[src/pkg/wdt_rst_cfg.svh]
// Constants of the watchdog and reset control block.
// How it works
// - Key 10101B keeps the watchdog disabled.
// - Key 01010B runs the watchdog.
// - Other key values reset after delay.
// - Key field powers up as 01010B.
// - Run-mode time-out resets and sets time-out flag.
// - Sleep time-out sets flags, clears PC/SP only.
// - Bad key write, clear, halt clear count.
// - Period spans 2^8 to 2^18 slow ticks.
// - Low-voltage reset off in idle/sleep.
// - Low supply must outlast selected width.
// - Qualified low voltage resets, sets cause.
// - Undefined select code resets, restores default.
// - Select register powers up as 01100110B.
// - Low-voltage reset keeps select register.
// - Width codes give 8/32/64/128 ticks, default 01.
// - Low-voltage cause flag cleared by writing zero.
// - Select fault flag set on undefined code.
// - Writing 55H to flash control resets.
// - Reset clears PC, ports go high.
// - Key fault flag set, software clears.
// - Period codes pick 2^8..2^18 ratios.
// - Halt sets power-down, clear instruction clears.
`ifndef WDT_RST_CFG_SVH
`define WDT_RST_CFG_SVH

`define OFS_WDT_CTRL 8'h00
`define OFS_LV_SEL 8'h04
`define OFS_LV_WIDTH 8'h08
`define OFS_RST_CAUSE 8'h0C
`define OFS_STATUS 8'h10
`define OFS_FLASH_CTRL1 8'h14
`define OFS_PORT_DATA 8'h18
`define OFS_PORT_DIR 8'h1C

`define WDT_CTRL_POR 8'h53
`define LV_SEL_POR 8'h66
`define LV_WIDTH_POR 2'h1
`define PORT_POR 8'hFF
`define FLASH_CTRL1_POR 8'h00

`define KEY_MSB 7
`define KEY_LSB 3
`define PSEL_MSB 2
`define KEY_DISABLE 5'h15
`define KEY_ENABLE 5'h0A
`define FLASH_RESET_MAGIC 8'h55

`define LV_CODE_0 8'h66
`define LV_CODE_1 8'h55
`define LV_CODE_2 8'h33
`define LV_CODE_3 8'h99
`define LV_CODE_4 8'hAA
`define LV_CODE_5 8'hF0

`define WDT_EXP_0 5'h08
`define WDT_EXP_1 5'h0A
`define WDT_EXP_2 5'h0C
`define WDT_EXP_3 5'h0E
`define WDT_EXP_4 5'h0F
`define WDT_EXP_5 5'h10
`define WDT_EXP_6 5'h11
`define WDT_EXP_7 5'h12

`define LV_WIDTH_0 8'h08
`define LV_WIDTH_1 8'h20
`define LV_WIDTH_2 8'h40
`define LV_WIDTH_3 8'h80

`define SYS_CLK_HZ 125000000
`define SYS_CLK_NS 8
`define SLOW_OSC_HZ 32000
`define SLOW_DIV_CYC (`SYS_CLK_HZ / `SLOW_OSC_HZ)
`define SRESET_NS 2000
`define SRESET_CYC ((`SRESET_NS + `SYS_CLK_NS - 1) / `SYS_CLK_NS)

`endif

[src/pkg/wdt_rst_pkg.sv]
// Types shared by the watchdog and reset control block.
package wdt_rst_pkg;
  typedef enum logic [1:0] {
    SRST_IDLE = 2'h0,
    SRST_WAIT = 2'h1,
    SRST_FIRE = 2'h3
  } sreset_state_type;
endpackage

[src/verilog/low_speed_internal_osc_watchdog_counter.sv]
// Watchdog count on the slow oscillator tick with selectable period.
`timescale 1ns/1ns
`include "wdt_rst_cfg.svh"
module slow_watchdog_counter #(
  parameter int unsigned CNT_W = 18
) (
  // Clock and reset.
  input wire logic clk_sys_i,
  input wire logic nrst_i,
  // Control.
  input wire logic tick_i,
  input wire logic run_i,
  input wire logic clear_i,
  input wire logic [2:0] period_sel_i,
  // Result.
  output logic timeout_o
);
  logic [CNT_W-1:0] cnt_q;
  logic timeout_q;
  wire [CNT_W-1:0] last_cnt;
  wire at_last;

  function automatic logic [4:0] period_exp(input logic [2:0] sel);
    logic [4:0] e;
    e = `WDT_EXP_0;
    case (sel)
      3'h0: e = `WDT_EXP_0;
      3'h1: e = `WDT_EXP_1;
      3'h2: e = `WDT_EXP_2;
      3'h3: e = `WDT_EXP_3;
      3'h4: e = `WDT_EXP_4;
      3'h5: e = `WDT_EXP_5;
      3'h6: e = `WDT_EXP_6;
      default: e = `WDT_EXP_7;
    endcase
    return e;
  endfunction

  assign last_cnt = CNT_W'((64'h1 << period_exp(period_sel_i)) - 64'h1);
  assign at_last = (cnt_q >= last_cnt);

  // A disabled watchdog is held cleared and stopped.
  always_ff @(posedge clk_sys_i or negedge nrst_i) begin
    if (!nrst_i) begin
      cnt_q <= '0;
      timeout_q <= 1'b0;
    end else begin
      timeout_q <= 1'b0;
      if (clear_i || !run_i) begin
        cnt_q <= '0;
      end else if (tick_i) begin
        if (at_last) begin
          cnt_q <= '0;
          timeout_q <= 1'b1;
        end else begin
          cnt_q <= cnt_q + 1'b1;
        end
      end
    end
  end

  assign timeout_o = timeout_q;
endmodule

[src/verilog/watchdog_and_reset_control.sv]
// Watchdog, low-voltage reset filter and reset-cause logic behind a Wishbone slave.
`timescale 1ns/1ns
`include "wdt_rst_cfg.svh"
module watchdog_and_reset_control #(
  parameter int unsigned SLOW_DIV = `SLOW_DIV_CYC,
  parameter int unsigned SRESET_CYC = `SRESET_CYC,
  parameter int unsigned CNT_W = 18
) (
  // Clock and reset.
  input wire logic clk_sys_i,
  input wire logic nrst_i,
  // Wishbone slave.
  input wire logic wb_cyc_i,
  input wire logic wb_stb_i,
  input wire logic wb_we_i,
  input wire logic [7:0] wb_adr_i,
  input wire logic [3:0] wb_sel_i,
  input wire logic [31:0] wb_dat_i,
  output logic wb_ack_o,
  output logic [31:0] wb_dat_o,
  // Processor events.
  input wire logic watchdog_clear_instruction_i,
  input wire logic halt_i,
  input wire logic low_power_i,
  // Supply monitor, asynchronous.
  input wire logic supply_low_i,
  // Reset actions and status.
  output logic device_reset_o,
  output logic pc_sp_clear_o,
  output logic wakeup_o,
  output logic timeout_status_flag_o,
  output logic powerdown_flag_o,
  // Port defaults.
  output logic [7:0] port_data_o,
  output logic [7:0] port_dir_o
);
  // Bus state.
  logic ack_q;
  logic [31:0] dat_q;
  logic [7:0] rd_byte;

  // Registers.
  logic [7:0] wdt_control_register_q;
  logic [7:0] low_voltage_select_q;
  logic [1:0] lowvolt_width_select_q;
  logic lowvolt_reset_cause_flag_q;
  logic lowvolt_select_fault_flag_q;
  logic wdt_key_fault_flag_q;
  logic timeout_status_flag_q;
  logic powerdown_flag_q;
  logic [7:0] flash_control_one_q;
  logic [7:0] port_data_q;
  logic [7:0] port_dir_q;

  // Reset outputs.
  logic device_reset_q;
  logic pc_sp_clear_q;
  logic wakeup_q;

  // Slow oscillator tick.
  logic [15:0] div_q;
  logic slow_tick_q;

  // Software reset delay.
  wdt_rst_pkg::sreset_state_type srst_q;
  wdt_rst_pkg::sreset_state_type srst_d;
  logic [15:0] srst_cnt_q;

  // Low-voltage filter.
  logic lv_meta_q;
  logic lv_sync_q;
  logic [7:0] lv_cnt_q;
  logic lv_fired_q;

  function automatic logic key_is_bad(input logic [4:0] key);
    return (key != `KEY_ENABLE) && (key != `KEY_DISABLE);
  endfunction

  function automatic logic lv_code_ok(input logic [7:0] code);
    return (code == `LV_CODE_0) || (code == `LV_CODE_1) || (code == `LV_CODE_2) ||
           (code == `LV_CODE_3) || (code == `LV_CODE_4) || (code == `LV_CODE_5);
  endfunction

  function automatic logic [7:0] lv_width(input logic [1:0] sel);
    logic [7:0] w;
    w = `LV_WIDTH_1;
    case (sel)
      2'h0: w = `LV_WIDTH_0;
      2'h1: w = `LV_WIDTH_1;
      2'h2: w = `LV_WIDTH_2;
      default: w = `LV_WIDTH_3;
    endcase
    return w;
  endfunction

  // Bus decode.
  wire bus_req = wb_cyc_i & wb_stb_i & ~ack_q;
  wire wr_en = bus_req & wb_we_i & wb_sel_i[0];
  wire [7:0] wr_byte = wb_dat_i[7:0];
  wire wr_wdt_ctl = wr_en & (wb_adr_i == `OFS_WDT_CTRL);
  wire wr_lvs = wr_en & (wb_adr_i == `OFS_LV_SEL);
  wire wr_lvw = wr_en & (wb_adr_i == `OFS_LV_WIDTH);
  wire wr_cause = wr_en & (wb_adr_i == `OFS_RST_CAUSE);
  wire wr_flash_ctl = wr_en & (wb_adr_i == `OFS_FLASH_CTRL1);
  wire wr_pdat = wr_en & (wb_adr_i == `OFS_PORT_DATA);
  wire wr_pdir = wr_en & (wb_adr_i == `OFS_PORT_DIR);

  // Watchdog key decode.
  wire [4:0] wdt_key_field = wdt_control_register_q[`KEY_MSB:`KEY_LSB];
  wire [2:0] wdt_period_select = wdt_control_register_q[`PSEL_MSB:0];
  wire wdt_run = (wdt_key_field == `KEY_ENABLE);
  wire key_bad = key_is_bad(wdt_key_field);
  wire key_bad_wr = wr_wdt_ctl & key_is_bad(wr_byte[`KEY_MSB:`KEY_LSB]);
  wire lvs_bad = ~lv_code_ok(low_voltage_select_q);

  // Reset sources.
  wire wdt_timeout;
  wire timeout_run = wdt_timeout & ~low_power_i;
  wire timeout_sleep = wdt_timeout & low_power_i;
  wire sreset_fire = (srst_q == wdt_rst_pkg::SRST_FIRE);
  wire flash_magic = wr_flash_ctl & (wr_byte == `FLASH_RESET_MAGIC);
  wire lv_rst_en = ~low_power_i;
  wire lv_at_width = (lv_cnt_q == lv_width(lowvolt_width_select_q) - 8'h01);
  wire lv_rst_fire = lv_rst_en & lv_sync_q & slow_tick_q & lv_at_width & ~lv_fired_q;
  wire restore_all = timeout_run | sreset_fire | flash_magic;
  wire reset_any = restore_all | lv_rst_fire;
  wire wdt_clear = watchdog_clear_instruction_i | halt_i | key_bad_wr | reset_any;

  // Read selection.
  always_comb begin
    rd_byte = 8'h00;
    if (wb_adr_i == `OFS_WDT_CTRL) begin
      rd_byte = wdt_control_register_q;
    end else if (wb_adr_i == `OFS_LV_SEL) begin
      rd_byte = low_voltage_select_q;
    end else if (wb_adr_i == `OFS_LV_WIDTH) begin
      rd_byte = {6'h00, lowvolt_width_select_q};
    end else if (wb_adr_i == `OFS_RST_CAUSE) begin
      rd_byte = {5'h00, lowvolt_reset_cause_flag_q, lowvolt_select_fault_flag_q,
                 wdt_key_fault_flag_q};
    end else if (wb_adr_i == `OFS_STATUS) begin
      rd_byte = {6'h00, powerdown_flag_q, timeout_status_flag_q};
    end else if (wb_adr_i == `OFS_FLASH_CTRL1) begin
      rd_byte = flash_control_one_q;
    end else if (wb_adr_i == `OFS_PORT_DATA) begin
      rd_byte = port_data_q;
    end else if (wb_adr_i == `OFS_PORT_DIR) begin
      rd_byte = port_dir_q;
    end
  end

  // Every access, mapped or not, is answered one cycle later.
  always_ff @(posedge clk_sys_i or negedge nrst_i) begin
    if (!nrst_i) begin
      ack_q <= 1'b0;
      dat_q <= 32'h0000_0000;
    end else begin
      ack_q <= bus_req;
      if (bus_req && !wb_we_i) begin
        dat_q <= {24'h00_0000, rd_byte};
      end
    end
  end

  // The slow oscillator is modelled as a tick divided from the system clock.
  always_ff @(posedge clk_sys_i or negedge nrst_i) begin
    if (!nrst_i) begin
      div_q <= 16'h0000;
      slow_tick_q <= 1'b0;
    end else begin
      slow_tick_q <= (div_q == 16'(SLOW_DIV - 1));
      if (div_q == 16'(SLOW_DIV - 1)) begin
        div_q <= 16'h0000;
      end else begin
        div_q <= div_q + 16'h0001;
      end
    end
  end

  slow_watchdog_counter #(
    .CNT_W(CNT_W)
  ) u_wdt_cnt (
    .clk_sys_i(clk_sys_i),
    .nrst_i(nrst_i),
    .tick_i(slow_tick_q),
    .run_i(wdt_run),
    .clear_i(wdt_clear),
    .period_sel_i(wdt_period_select),
    .timeout_o(wdt_timeout)
  );

  // Key register; any internal reset returns it to its power-on value.
  always_ff @(posedge clk_sys_i or negedge nrst_i) begin
    if (!nrst_i) begin
      wdt_control_register_q <= `WDT_CTRL_POR;
    end else if (reset_any) begin
      wdt_control_register_q <= `WDT_CTRL_POR;
    end else if (wr_wdt_ctl) begin
      wdt_control_register_q <= wr_byte;
    end
  end

  // Select and width registers survive a genuine low-voltage reset.
  always_ff @(posedge clk_sys_i or negedge nrst_i) begin
    if (!nrst_i) begin
      low_voltage_select_q <= `LV_SEL_POR;
      lowvolt_width_select_q <= `LV_WIDTH_POR;
    end else if (restore_all) begin
      low_voltage_select_q <= `LV_SEL_POR;
      lowvolt_width_select_q <= `LV_WIDTH_POR;
    end else begin
      if (wr_lvs) begin
        low_voltage_select_q <= wr_byte;
      end
      if (wr_lvw) begin
        lowvolt_width_select_q <= wr_byte[1:0];
      end
    end
  end

  // A bad key or select code is held for the delay, then resets.
  always_comb begin
    srst_d = srst_q;
    case (srst_q)
      wdt_rst_pkg::SRST_IDLE: begin
        if (key_bad || lvs_bad) begin
          srst_d = wdt_rst_pkg::SRST_WAIT;
        end
      end
      wdt_rst_pkg::SRST_WAIT: begin
        if (srst_cnt_q == 16'(SRESET_CYC - 1)) begin
          srst_d = wdt_rst_pkg::SRST_FIRE;
        end
      end
      default: begin
        srst_d = wdt_rst_pkg::SRST_IDLE;
      end
    endcase
  end

  always_ff @(posedge clk_sys_i or negedge nrst_i) begin
    if (!nrst_i) begin
      srst_q <= wdt_rst_pkg::SRST_IDLE;
      srst_cnt_q <= 16'h0000;
    end else begin
      srst_q <= srst_d;
      if (srst_q == wdt_rst_pkg::SRST_WAIT) begin
        srst_cnt_q <= srst_cnt_q + 16'h0001;
      end else begin
        srst_cnt_q <= 16'h0000;
      end
    end
  end

  // The supply indication comes from the analog monitor.
  always_ff @(posedge clk_sys_i or negedge nrst_i) begin
    if (!nrst_i) begin
      lv_meta_q <= 1'b0;
      lv_sync_q <= 1'b0;
    end else begin
      lv_meta_q <= supply_low_i;
      lv_sync_q <= lv_meta_q;
    end
  end

  // Short low pulses restart the filter; one reset per low period.
  always_ff @(posedge clk_sys_i or negedge nrst_i) begin
    if (!nrst_i) begin
      lv_cnt_q <= 8'h00;
      lv_fired_q <= 1'b0;
    end else if (!lv_sync_q || !lv_rst_en) begin
      lv_cnt_q <= 8'h00;
      lv_fired_q <= 1'b0;
    end else if (lv_rst_fire) begin
      lv_fired_q <= 1'b1;
    end else if (slow_tick_q && !lv_at_width && !lv_fired_q) begin
      lv_cnt_q <= lv_cnt_q + 8'h01;
    end
  end

  // Cause flags; a set in the cycle of a clearing write wins.
  always_ff @(posedge clk_sys_i or negedge nrst_i) begin
    if (!nrst_i) begin
      lowvolt_reset_cause_flag_q <= 1'b0;
      lowvolt_select_fault_flag_q <= 1'b0;
      wdt_key_fault_flag_q <= 1'b0;
    end else begin
      lowvolt_reset_cause_flag_q <= lv_rst_fire |
          (lowvolt_reset_cause_flag_q & ~(wr_cause & ~wr_byte[2]));
      lowvolt_select_fault_flag_q <= lvs_bad |
          (lowvolt_select_fault_flag_q & ~(wr_cause & ~wr_byte[1]));
      wdt_key_fault_flag_q <= key_bad |
          (wdt_key_fault_flag_q & ~(wr_cause & ~wr_byte[0]));
    end
  end

  // Status flags; a low-voltage or software reset leaves them unchanged.
  always_ff @(posedge clk_sys_i or negedge nrst_i) begin
    if (!nrst_i) begin
      timeout_status_flag_q <= 1'b0;
      powerdown_flag_q <= 1'b0;
    end else begin
      timeout_status_flag_q <= wdt_timeout | (timeout_status_flag_q & ~halt_i);
      powerdown_flag_q <= halt_i | timeout_sleep |
          (powerdown_flag_q & ~watchdog_clear_instruction_i);
    end
  end

  // Flash control and port registers.
  always_ff @(posedge clk_sys_i or negedge nrst_i) begin
    if (!nrst_i) begin
      flash_control_one_q <= `FLASH_CTRL1_POR;
      port_data_q <= `PORT_POR;
      port_dir_q <= `PORT_POR;
    end else if (reset_any) begin
      flash_control_one_q <= `FLASH_CTRL1_POR;
      port_data_q <= `PORT_POR;
      port_dir_q <= `PORT_POR;
    end else begin
      if (wr_flash_ctl) begin
        flash_control_one_q <= wr_byte;
      end
      if (wr_pdat) begin
        port_data_q <= wr_byte;
      end
      if (wr_pdir) begin
        port_dir_q <= wr_byte;
      end
    end
  end

  // A sleep time-out only wakes the core and clears its PC and stack pointer.
  always_ff @(posedge clk_sys_i or negedge nrst_i) begin
    if (!nrst_i) begin
      device_reset_q <= 1'b0;
      pc_sp_clear_q <= 1'b1;
      wakeup_q <= 1'b0;
    end else begin
      device_reset_q <= reset_any;
      pc_sp_clear_q <= reset_any | timeout_sleep;
      wakeup_q <= timeout_sleep;
    end
  end

  assign wb_ack_o = ack_q;
  assign wb_dat_o = dat_q;
  assign device_reset_o = device_reset_q;
  assign pc_sp_clear_o = pc_sp_clear_q;
  assign wakeup_o = wakeup_q;
  assign timeout_status_flag_o = timeout_status_flag_q;
  assign powerdown_flag_o = powerdown_flag_q;
  assign port_data_o = port_data_q;
  assign port_dir_o = port_dir_q;
endmodule
[config.mk]
export PLATFORM = sky130hd
export DESIGN_NAME = watchdog_and_reset_control
export DESIGN_NICKNAME = d
export VERILOG_FILES = /design/src/pkg/wdt_rst_pkg.sv /design/src/verilog/low_speed_internal_osc_watchdog_counter.sv /design/src/verilog/watchdog_and_reset_control.sv
export VERILOG_INCLUDE_DIRS = /design/src /design/src/pkg
export SDC_FILE = /design/constraint.sdc
export NUM_CORES = 1
export LEC_CHECK = 0
export BUFFER_PORTS_ARGS = -buffer_cell sky130_fd_sc_hd__buf_2
export CAP_MARGIN = 20
export CORE_ASPECT_RATIO = 0.6
export CORE_UTILIZATION = 45
export DETAILED_ROUTE_END_ITERATION = 7
export PLACE_DENSITY = 0.67
export REMOVE_ABC_BUFFERS = 1
export SYNTH_ARGS = -nofsm -noshare
export SYNTH_HDL_FRONTEND = slang
export SYNTH_SLANG_ARGS = --single-unit
[constraint.sdc]
create_clock -name clk_sys_i -period 2.4 [get_ports clk_sys_i]
set_input_delay 0.24 -clock clk_sys_i [delete_from_list [all_inputs] [get_ports clk_sys_i]]
set_output_delay 0.24 -clock clk_sys_i [all_outputs]
set_load 0.02 [all_outputs]
# Yosys cells after proc, flatten, opt, wreduce, memory -nomap -nowiden
# Index checks and enable logic that the tools add are counted.
# classes
addsub,6
order_cmp,1
n_eq_ne,35
shift,1
muxes,38
n_bitwise,52
n_reduce_logical,33
# ops
cell,n
$mux 8,21
$mux 18,3
$pmux 5 s7,1
$add 16x1->16 const B,2
$eq 8x5->1 const B,4
$mux 16,2
$and 1x1->1,27
$eq 8x7->1 const B,3
$eq 8x8->1 const B,3
$pmux 8 s3,1
$add 18x1->18 const B,1
$ge 18x18->1,1
$reduce_bool 2->1,9
$shl 1x5->18 const A,1
$sub 18x1->18 const B,1
$eq 16x12->1 const B,1
$eq 16x8->1 const B,1
$eq 8x4->1 const B,2
$or 1x1->1,13
$not 1->1,12
$ne 5x4->1 const B,2
$ne 5x5->1 const B,2
$eq 3x3->1 const B,3
$add 8x1->8 const B,1
other kinds (21),49
# word_totals
ff_bits,124
output_inout_bits,54

# Logic depth before layout (Yosys ltp)
# depth
word_depth,11
mapped_depth,9
mapped_depth_nobuf,7

# By module
# A second synthesis with hierarchy kept.
# hier_totals
hier_cells,710
area_unflattened_um2,6909.1
# by_module_without_submodules
mod,instances,cells_each,area_each_um2
watchdog_and_reset_control,1,536,5437.7
slow_watchdog_counter,1,174,1471.4

# Worst setup path after synthesis
# OpenSTA, ideal clock, no wires.
# synth_path
path_type,reg-to-reg
from,register wdt_control_register_q[1]
to,register u_wdt_cnt.cnt_q[8]
setup_ps,82
t_arrival_ps,2458
required_ps,2318
path_slack_ps,-140
path_stages_with_launch,10
n_path_buf,2
period_less_slack_ps,2540
path_cell_list,dfstp_2 -> clkbuf_1 -> nor2_1 -> ha_1 -> a21oi_1 -> o21ai_0 -> a21oi_1 -> clkbuf_1 -> o2111ai_1 -> a31oi_2
# synth_between
elab_chain_len,8
# synth_rtl
item,line,text
"start, declared",watchdog_and_reset_control.sv:43,logic [7:0] wdt_control_register_q;
"start signal, assigned",watchdog_and_reset_control.sv:195,wdt_control_register_q <= `WDT_CTRL_POR;
"start signal, assigned",watchdog_and_reset_control.sv:197,wdt_control_register_q <= `WDT_CTRL_POR;
"start signal, assigned",watchdog_and_reset_control.sv:199,wdt_control_register_q <= wr_byte;
"$eq 3x3->1, or another cell as far along",low_speed_internal_osc_watchdog_counter.sv:26,case (sel)
$pmux 5 s7 (*),low_speed_internal_osc_watchdog_counter.sv:26,
$shl 1x5->18 (*),low_speed_internal_osc_watchdog_counter.sv:39,assign last_cnt = CNT_W'((64'h1 << period_exp(period_sel_i)) - 64'h1);
$sub 18x1->18 (*),low_speed_internal_osc_watchdog_counter.sv:39,
$ge 18x18->1 (*),low_speed_internal_osc_watchdog_counter.sv:40,assign at_last = (cnt_q >= last_cnt);
$mux 18 (*),low_speed_internal_osc_watchdog_counter.sv:52,if (at_last) begin
$mux 18 (*),low_speed_internal_osc_watchdog_counter.sv:51,end else if (tick_i) begin
$mux 18 (*),low_speed_internal_osc_watchdog_counter.sv:49,if (clear_i || !run_i) begin
"end signal, assigned",low_speed_internal_osc_watchdog_counter.sv:56,cnt_q <= cnt_q + 1'b1;
"end, declared",low_speed_internal_osc_watchdog_counter.sv:18,logic [CNT_W-1:0] cnt_q;
# Every way passes the cells marked *; elsewhere a longest branch is shown, timed or not. The select of a mux whose other input is x is not followed.
# A chain may end at the register's enable or synchronous reset.

# Final worst setup path
# layout_path
from,register lv_cnt_q[3]
to,register wdt_control_register_q[2]
# layout_between
elab_chain_len,5
# layout_rtl
item,line,text
"start, declared",watchdog_and_reset_control.sv:72,logic [7:0] lv_cnt_q;
"start signal, assigned",watchdog_and_reset_control.sv:277,lv_cnt_q <= lv_cnt_q + 8'h01;
$eq 8x8->1 (*),watchdog_and_reset_control.sv:123,wire lv_at_width = (lv_cnt_q == lv_width(lowvolt_width_select_q) - 8'h01);
$and 1x1->1 (*) (2 in a row),watchdog_and_reset_control.sv:124,wire lv_rst_fire = lv_rst_en & lv_sync_q & slow_tick_q & lv_at_width & ~lv_fired_q;
$or 1x1->1 (*),watchdog_and_reset_control.sv:126,wire reset_any = restore_all | lv_rst_fire;
$mux 8 or $reduce_bool 2->1 (tied branches),-,
# Every way passes the cells marked *; elsewhere a longest branch is shown, timed or not.

==> flow_metrics.py <==
metrics = {
    "setup_path": {
        "slowest_delay_ps": 500,
        "worstPathCellList": "nand2_1 > o2bb2ai_1 > nand3_1 > and3_1 > inv_1 > buf_4 > a21oi_1",
        "required_ps": 2700,
        "crit_fanout": 8,
        "critPathKind": "register to register",
        "arrival_ps": 2540,
        "cp-start-kind": "register",
        "cp_slowest_cell": "o2bb2ai_1",
        "crit_path_end_kind": "register",
    },
    "cells_and_area": {
        "drive_gt1_frac": 0.213,
        "layout_common_cells": "dfrtp_1 (98), nand2_1 (88), nor2_1 (74)",
        "area_growth_pct": 17.4,
        "final_nets": 857,
        "antenna_cells": 0,
        "layout_commonest_cell": "dfrtp_1",
        "fin_cells": 995,
    },
    "synthesis": {
        "synth_edf_count": 0,
        "syn_inst": 706,
        "syn_area_um2": 6850,
        "async_reset_ff_frac": 1.00,
        "synth.avg_cell_area_um2": 9.70,
        "yosysSeqAreaShare": 0.458,
        "yosysUniqueCellTypes": 68,
        "synthFlopType": "dfrtp_1",
        "synth_seq_cells": 124,
        "synth_warnings": 0,
    },
    "sta": {
        "tns_ps": 0,
        "maxSlewViolCount": 0,
        "post-route-period-util": 0.935,
        "hold_viol_final": 0,
        "post-route-min-period_ps": 2240,
        "tightest_slew_ps": 705,
        "setup_violations": 0,
        "rsz0062_at_grt": "false",
        "relSlewSlack": 0.529,
        "fmax_mhz": 446,
        "clock_skew_ps": 11.2,
    },
    "clock_tree": {
        "clk-insertion-delay-late_ps": 420,
        "cts-buffers-inserted": 17,
        "cts_buffer_depth": 2,
        "clkSinkCount": 124,
        "postCtsSetupRepairBufs": 0,
        "ctsRootBufferMaster": "clkbuf_16",
        "clk_pin_slew_worst_paths_ps": 60,
        "cts_tree": "yes",
        "htreeDepth": 4,
    },
    "global_routing": {
        "grt_max_degree": 54,
        "track_usage": 0.229,
        "antenna_found_initial": 0,
        "grt_pass1_wl_um": 28100,
        "grt_pass1_vias": 5441,
        "grt.overflow.total": 0,
    },
    "detailed_routing": {
        "via_count": 5632,
        "firstDrtPassIters": 6,
        "drc_errors": 0,
        "drt-total-wl_um": 17000,
        "wl_per_cell_um": 17.1,
        "via_per_inst": 5.66,
        "drtIter0Drc": 441,
        "postRouteAntennaNets": 0,
    },
    "place": {
        "dp_hpwl_um": 12300,
        "portBuffers": 55,
        "gp_congestion": 0.904,
        "place_inst": 961,
    },
    "job": {
        "maxCapViolCount": 0,
    },
    "pwr": {
        "finalPower_uw": 4940,
        "powerDensity_nw_per_um2": 614,
        "vdd_drop_max_mv": 0.476,
        "p_leak_uw": 0.00376,
    },
    "floorplanning": {
        "die_h_um": 97.6,
        "die_w_um": 161,
        "io_pins": 107,
        "fp.coreArea_um2": 14700,
        "die-area_um2": 15700,
        "initial_core_util": 0.467,
        "rows": 34,
    },
    "status": {
        "status": "finished, final reports clean",
    },
    "hold_path": {
        "min_path_type": "input pin to register",
    },
}
[critical path, delay by kind of cell, from the launching register on]
kind / cells / cell delay, ps
AND/OR/NAND/NOR: 3 / 870
AO/OA/AOI/OAI: 2 / 560
flip-flops: 1 / 410
buffers and inverters: 2 / 290
[flip-flops by register name (all words and copies together) (netlist names), 2 cells and up]
name and flops:
u_wdt_cnt.cnt_q 18, wb_dat_o 8, lv_cnt_q 8, port_dir_o 8, wdt_control_register_q 8, low_voltage_select_q 8
srst_cnt_q 16, flash_control_one_q 8, div_q 16, srst_q 2, port_data_o 8, lowvolt_width_select_q 2
[metal layers]
layer	GRT usage	part of all wire	routed length (um)	vias to the layer above
li1	-	-	-	2628
met2	0.333	0.44	7470	211
met4	0.0552	0.010	170	0
met1	0.323	0.46	7810	2770
met5	0	0	0	-
met3	0.0828	0.094	1600	23
[Yosys cell counts, types with 3 or more instances]
master,n,share of area
a211oi_1,4,0.0044
a21oi_1,21,0.015
a21oi_2,7,0.0089
a22o_1,12,0.015
a22oi_1,4,0.0044
a31oi_1,8,0.0073
a31oi_2,3,0.0055
and2_1,4,0.0037
and3_1,3,0.0027
and4_1,3,0.0038
buf_1,5,0.0027
buf_2,3,0.0022
buf_4,24,0.026
clkbuf_1,20,0.011
dfrtp_1,98,0.36
dfstp_2,26,0.10
ha_1,20,0.037
inv_1,16,0.0088
mux2_2,8,0.013
mux2i_1,38,0.056
nand2_1,88,0.048
nand2b_1,11,0.010
nand3_1,39,0.028
nand4_1,23,0.021
nand4b_1,4,0.0051
nor2_1,74,0.041
nor2b_1,6,0.0055
nor3_1,12,0.0088
nor3b_1,4,0.0044
nor4_1,10,0.0091
nor4bb_1,6,0.0088
o211ai_1,4,0.0044
o21ai_0,21,0.015
or3_1,4,0.0037
xnor2_1,21,0.027
xor2_1,11,0.014
[where the power goes]
part | leakage (uW) | switching (uW) | internal [uW]
registers | 0.00159 | 8.65 | 2110
logic | 0.00190 | 149 | 53.9
clock network | 0.000275 | 987 | 1630
total | 0.00376 | 1140 | 3790
[layout make-up]
class,instances,area [um2]
fill,1300,6630
multi-input combinational,538,3440
sequential,124,3140
timing repair buffer,86,553
clock buffer,18,429
tap,198,248
clock inverter,14,171
inverter,17,63.8
[worst paths after layout]
kind                        startpoint                        end  slack [ps]  cells after the start
setup / recovery           lv_cnt_q[3]  wdt_control_register_q[2]         160                      7
hold / removal                  halt_i           powerdown_flag_o          50                      2
setup reg to reg           lv_cnt_q[3]  wdt_control_register_q[2]         160                      7
hold reg to reg              lv_meta_q                  lv_sync_q         370                      0
max in group asynchronous       nrst_i  wdt_control_register_q[4]        1400                      3
min in group asynchronous       nrst_i              srst_cnt_q[2]         280                      2
[timing repair]
action,in CTS,in global routing
setup endpoints to repair,0,1
resized for setup,0,1
hold buffers,2,0
hold endpoints to repair,14,0
[logic make-up after synthesis]
group	share of synthesized area
muxes	0.0752
DFF	0.458
AOI/OAI and AO/OA	0.107
buffers and inverters	0.0544
and+or+nand+nor	0.227
other	0.000547
xor gates and xnor gates	0.0409
adders and majority gates	0.0365
[through the flow]
stage | hold WS [ps] | area [um2] | worst slack [ps] | util
after floorplan | -55.6 | 6640 | -405 | -
after global placement | 180 | 7420 | 36.9 | 0.506
after detailed placement | 184 | 7420 | 23.2 | 0.506
after CTS | 37.5 | 8040 | 175 | 0.548
after global routing | 48.7 | 8050 | 12.8 | 0.548
final | 50.5 | 8050 | 156 | 0.548
(Power assumes the default switching activity.)
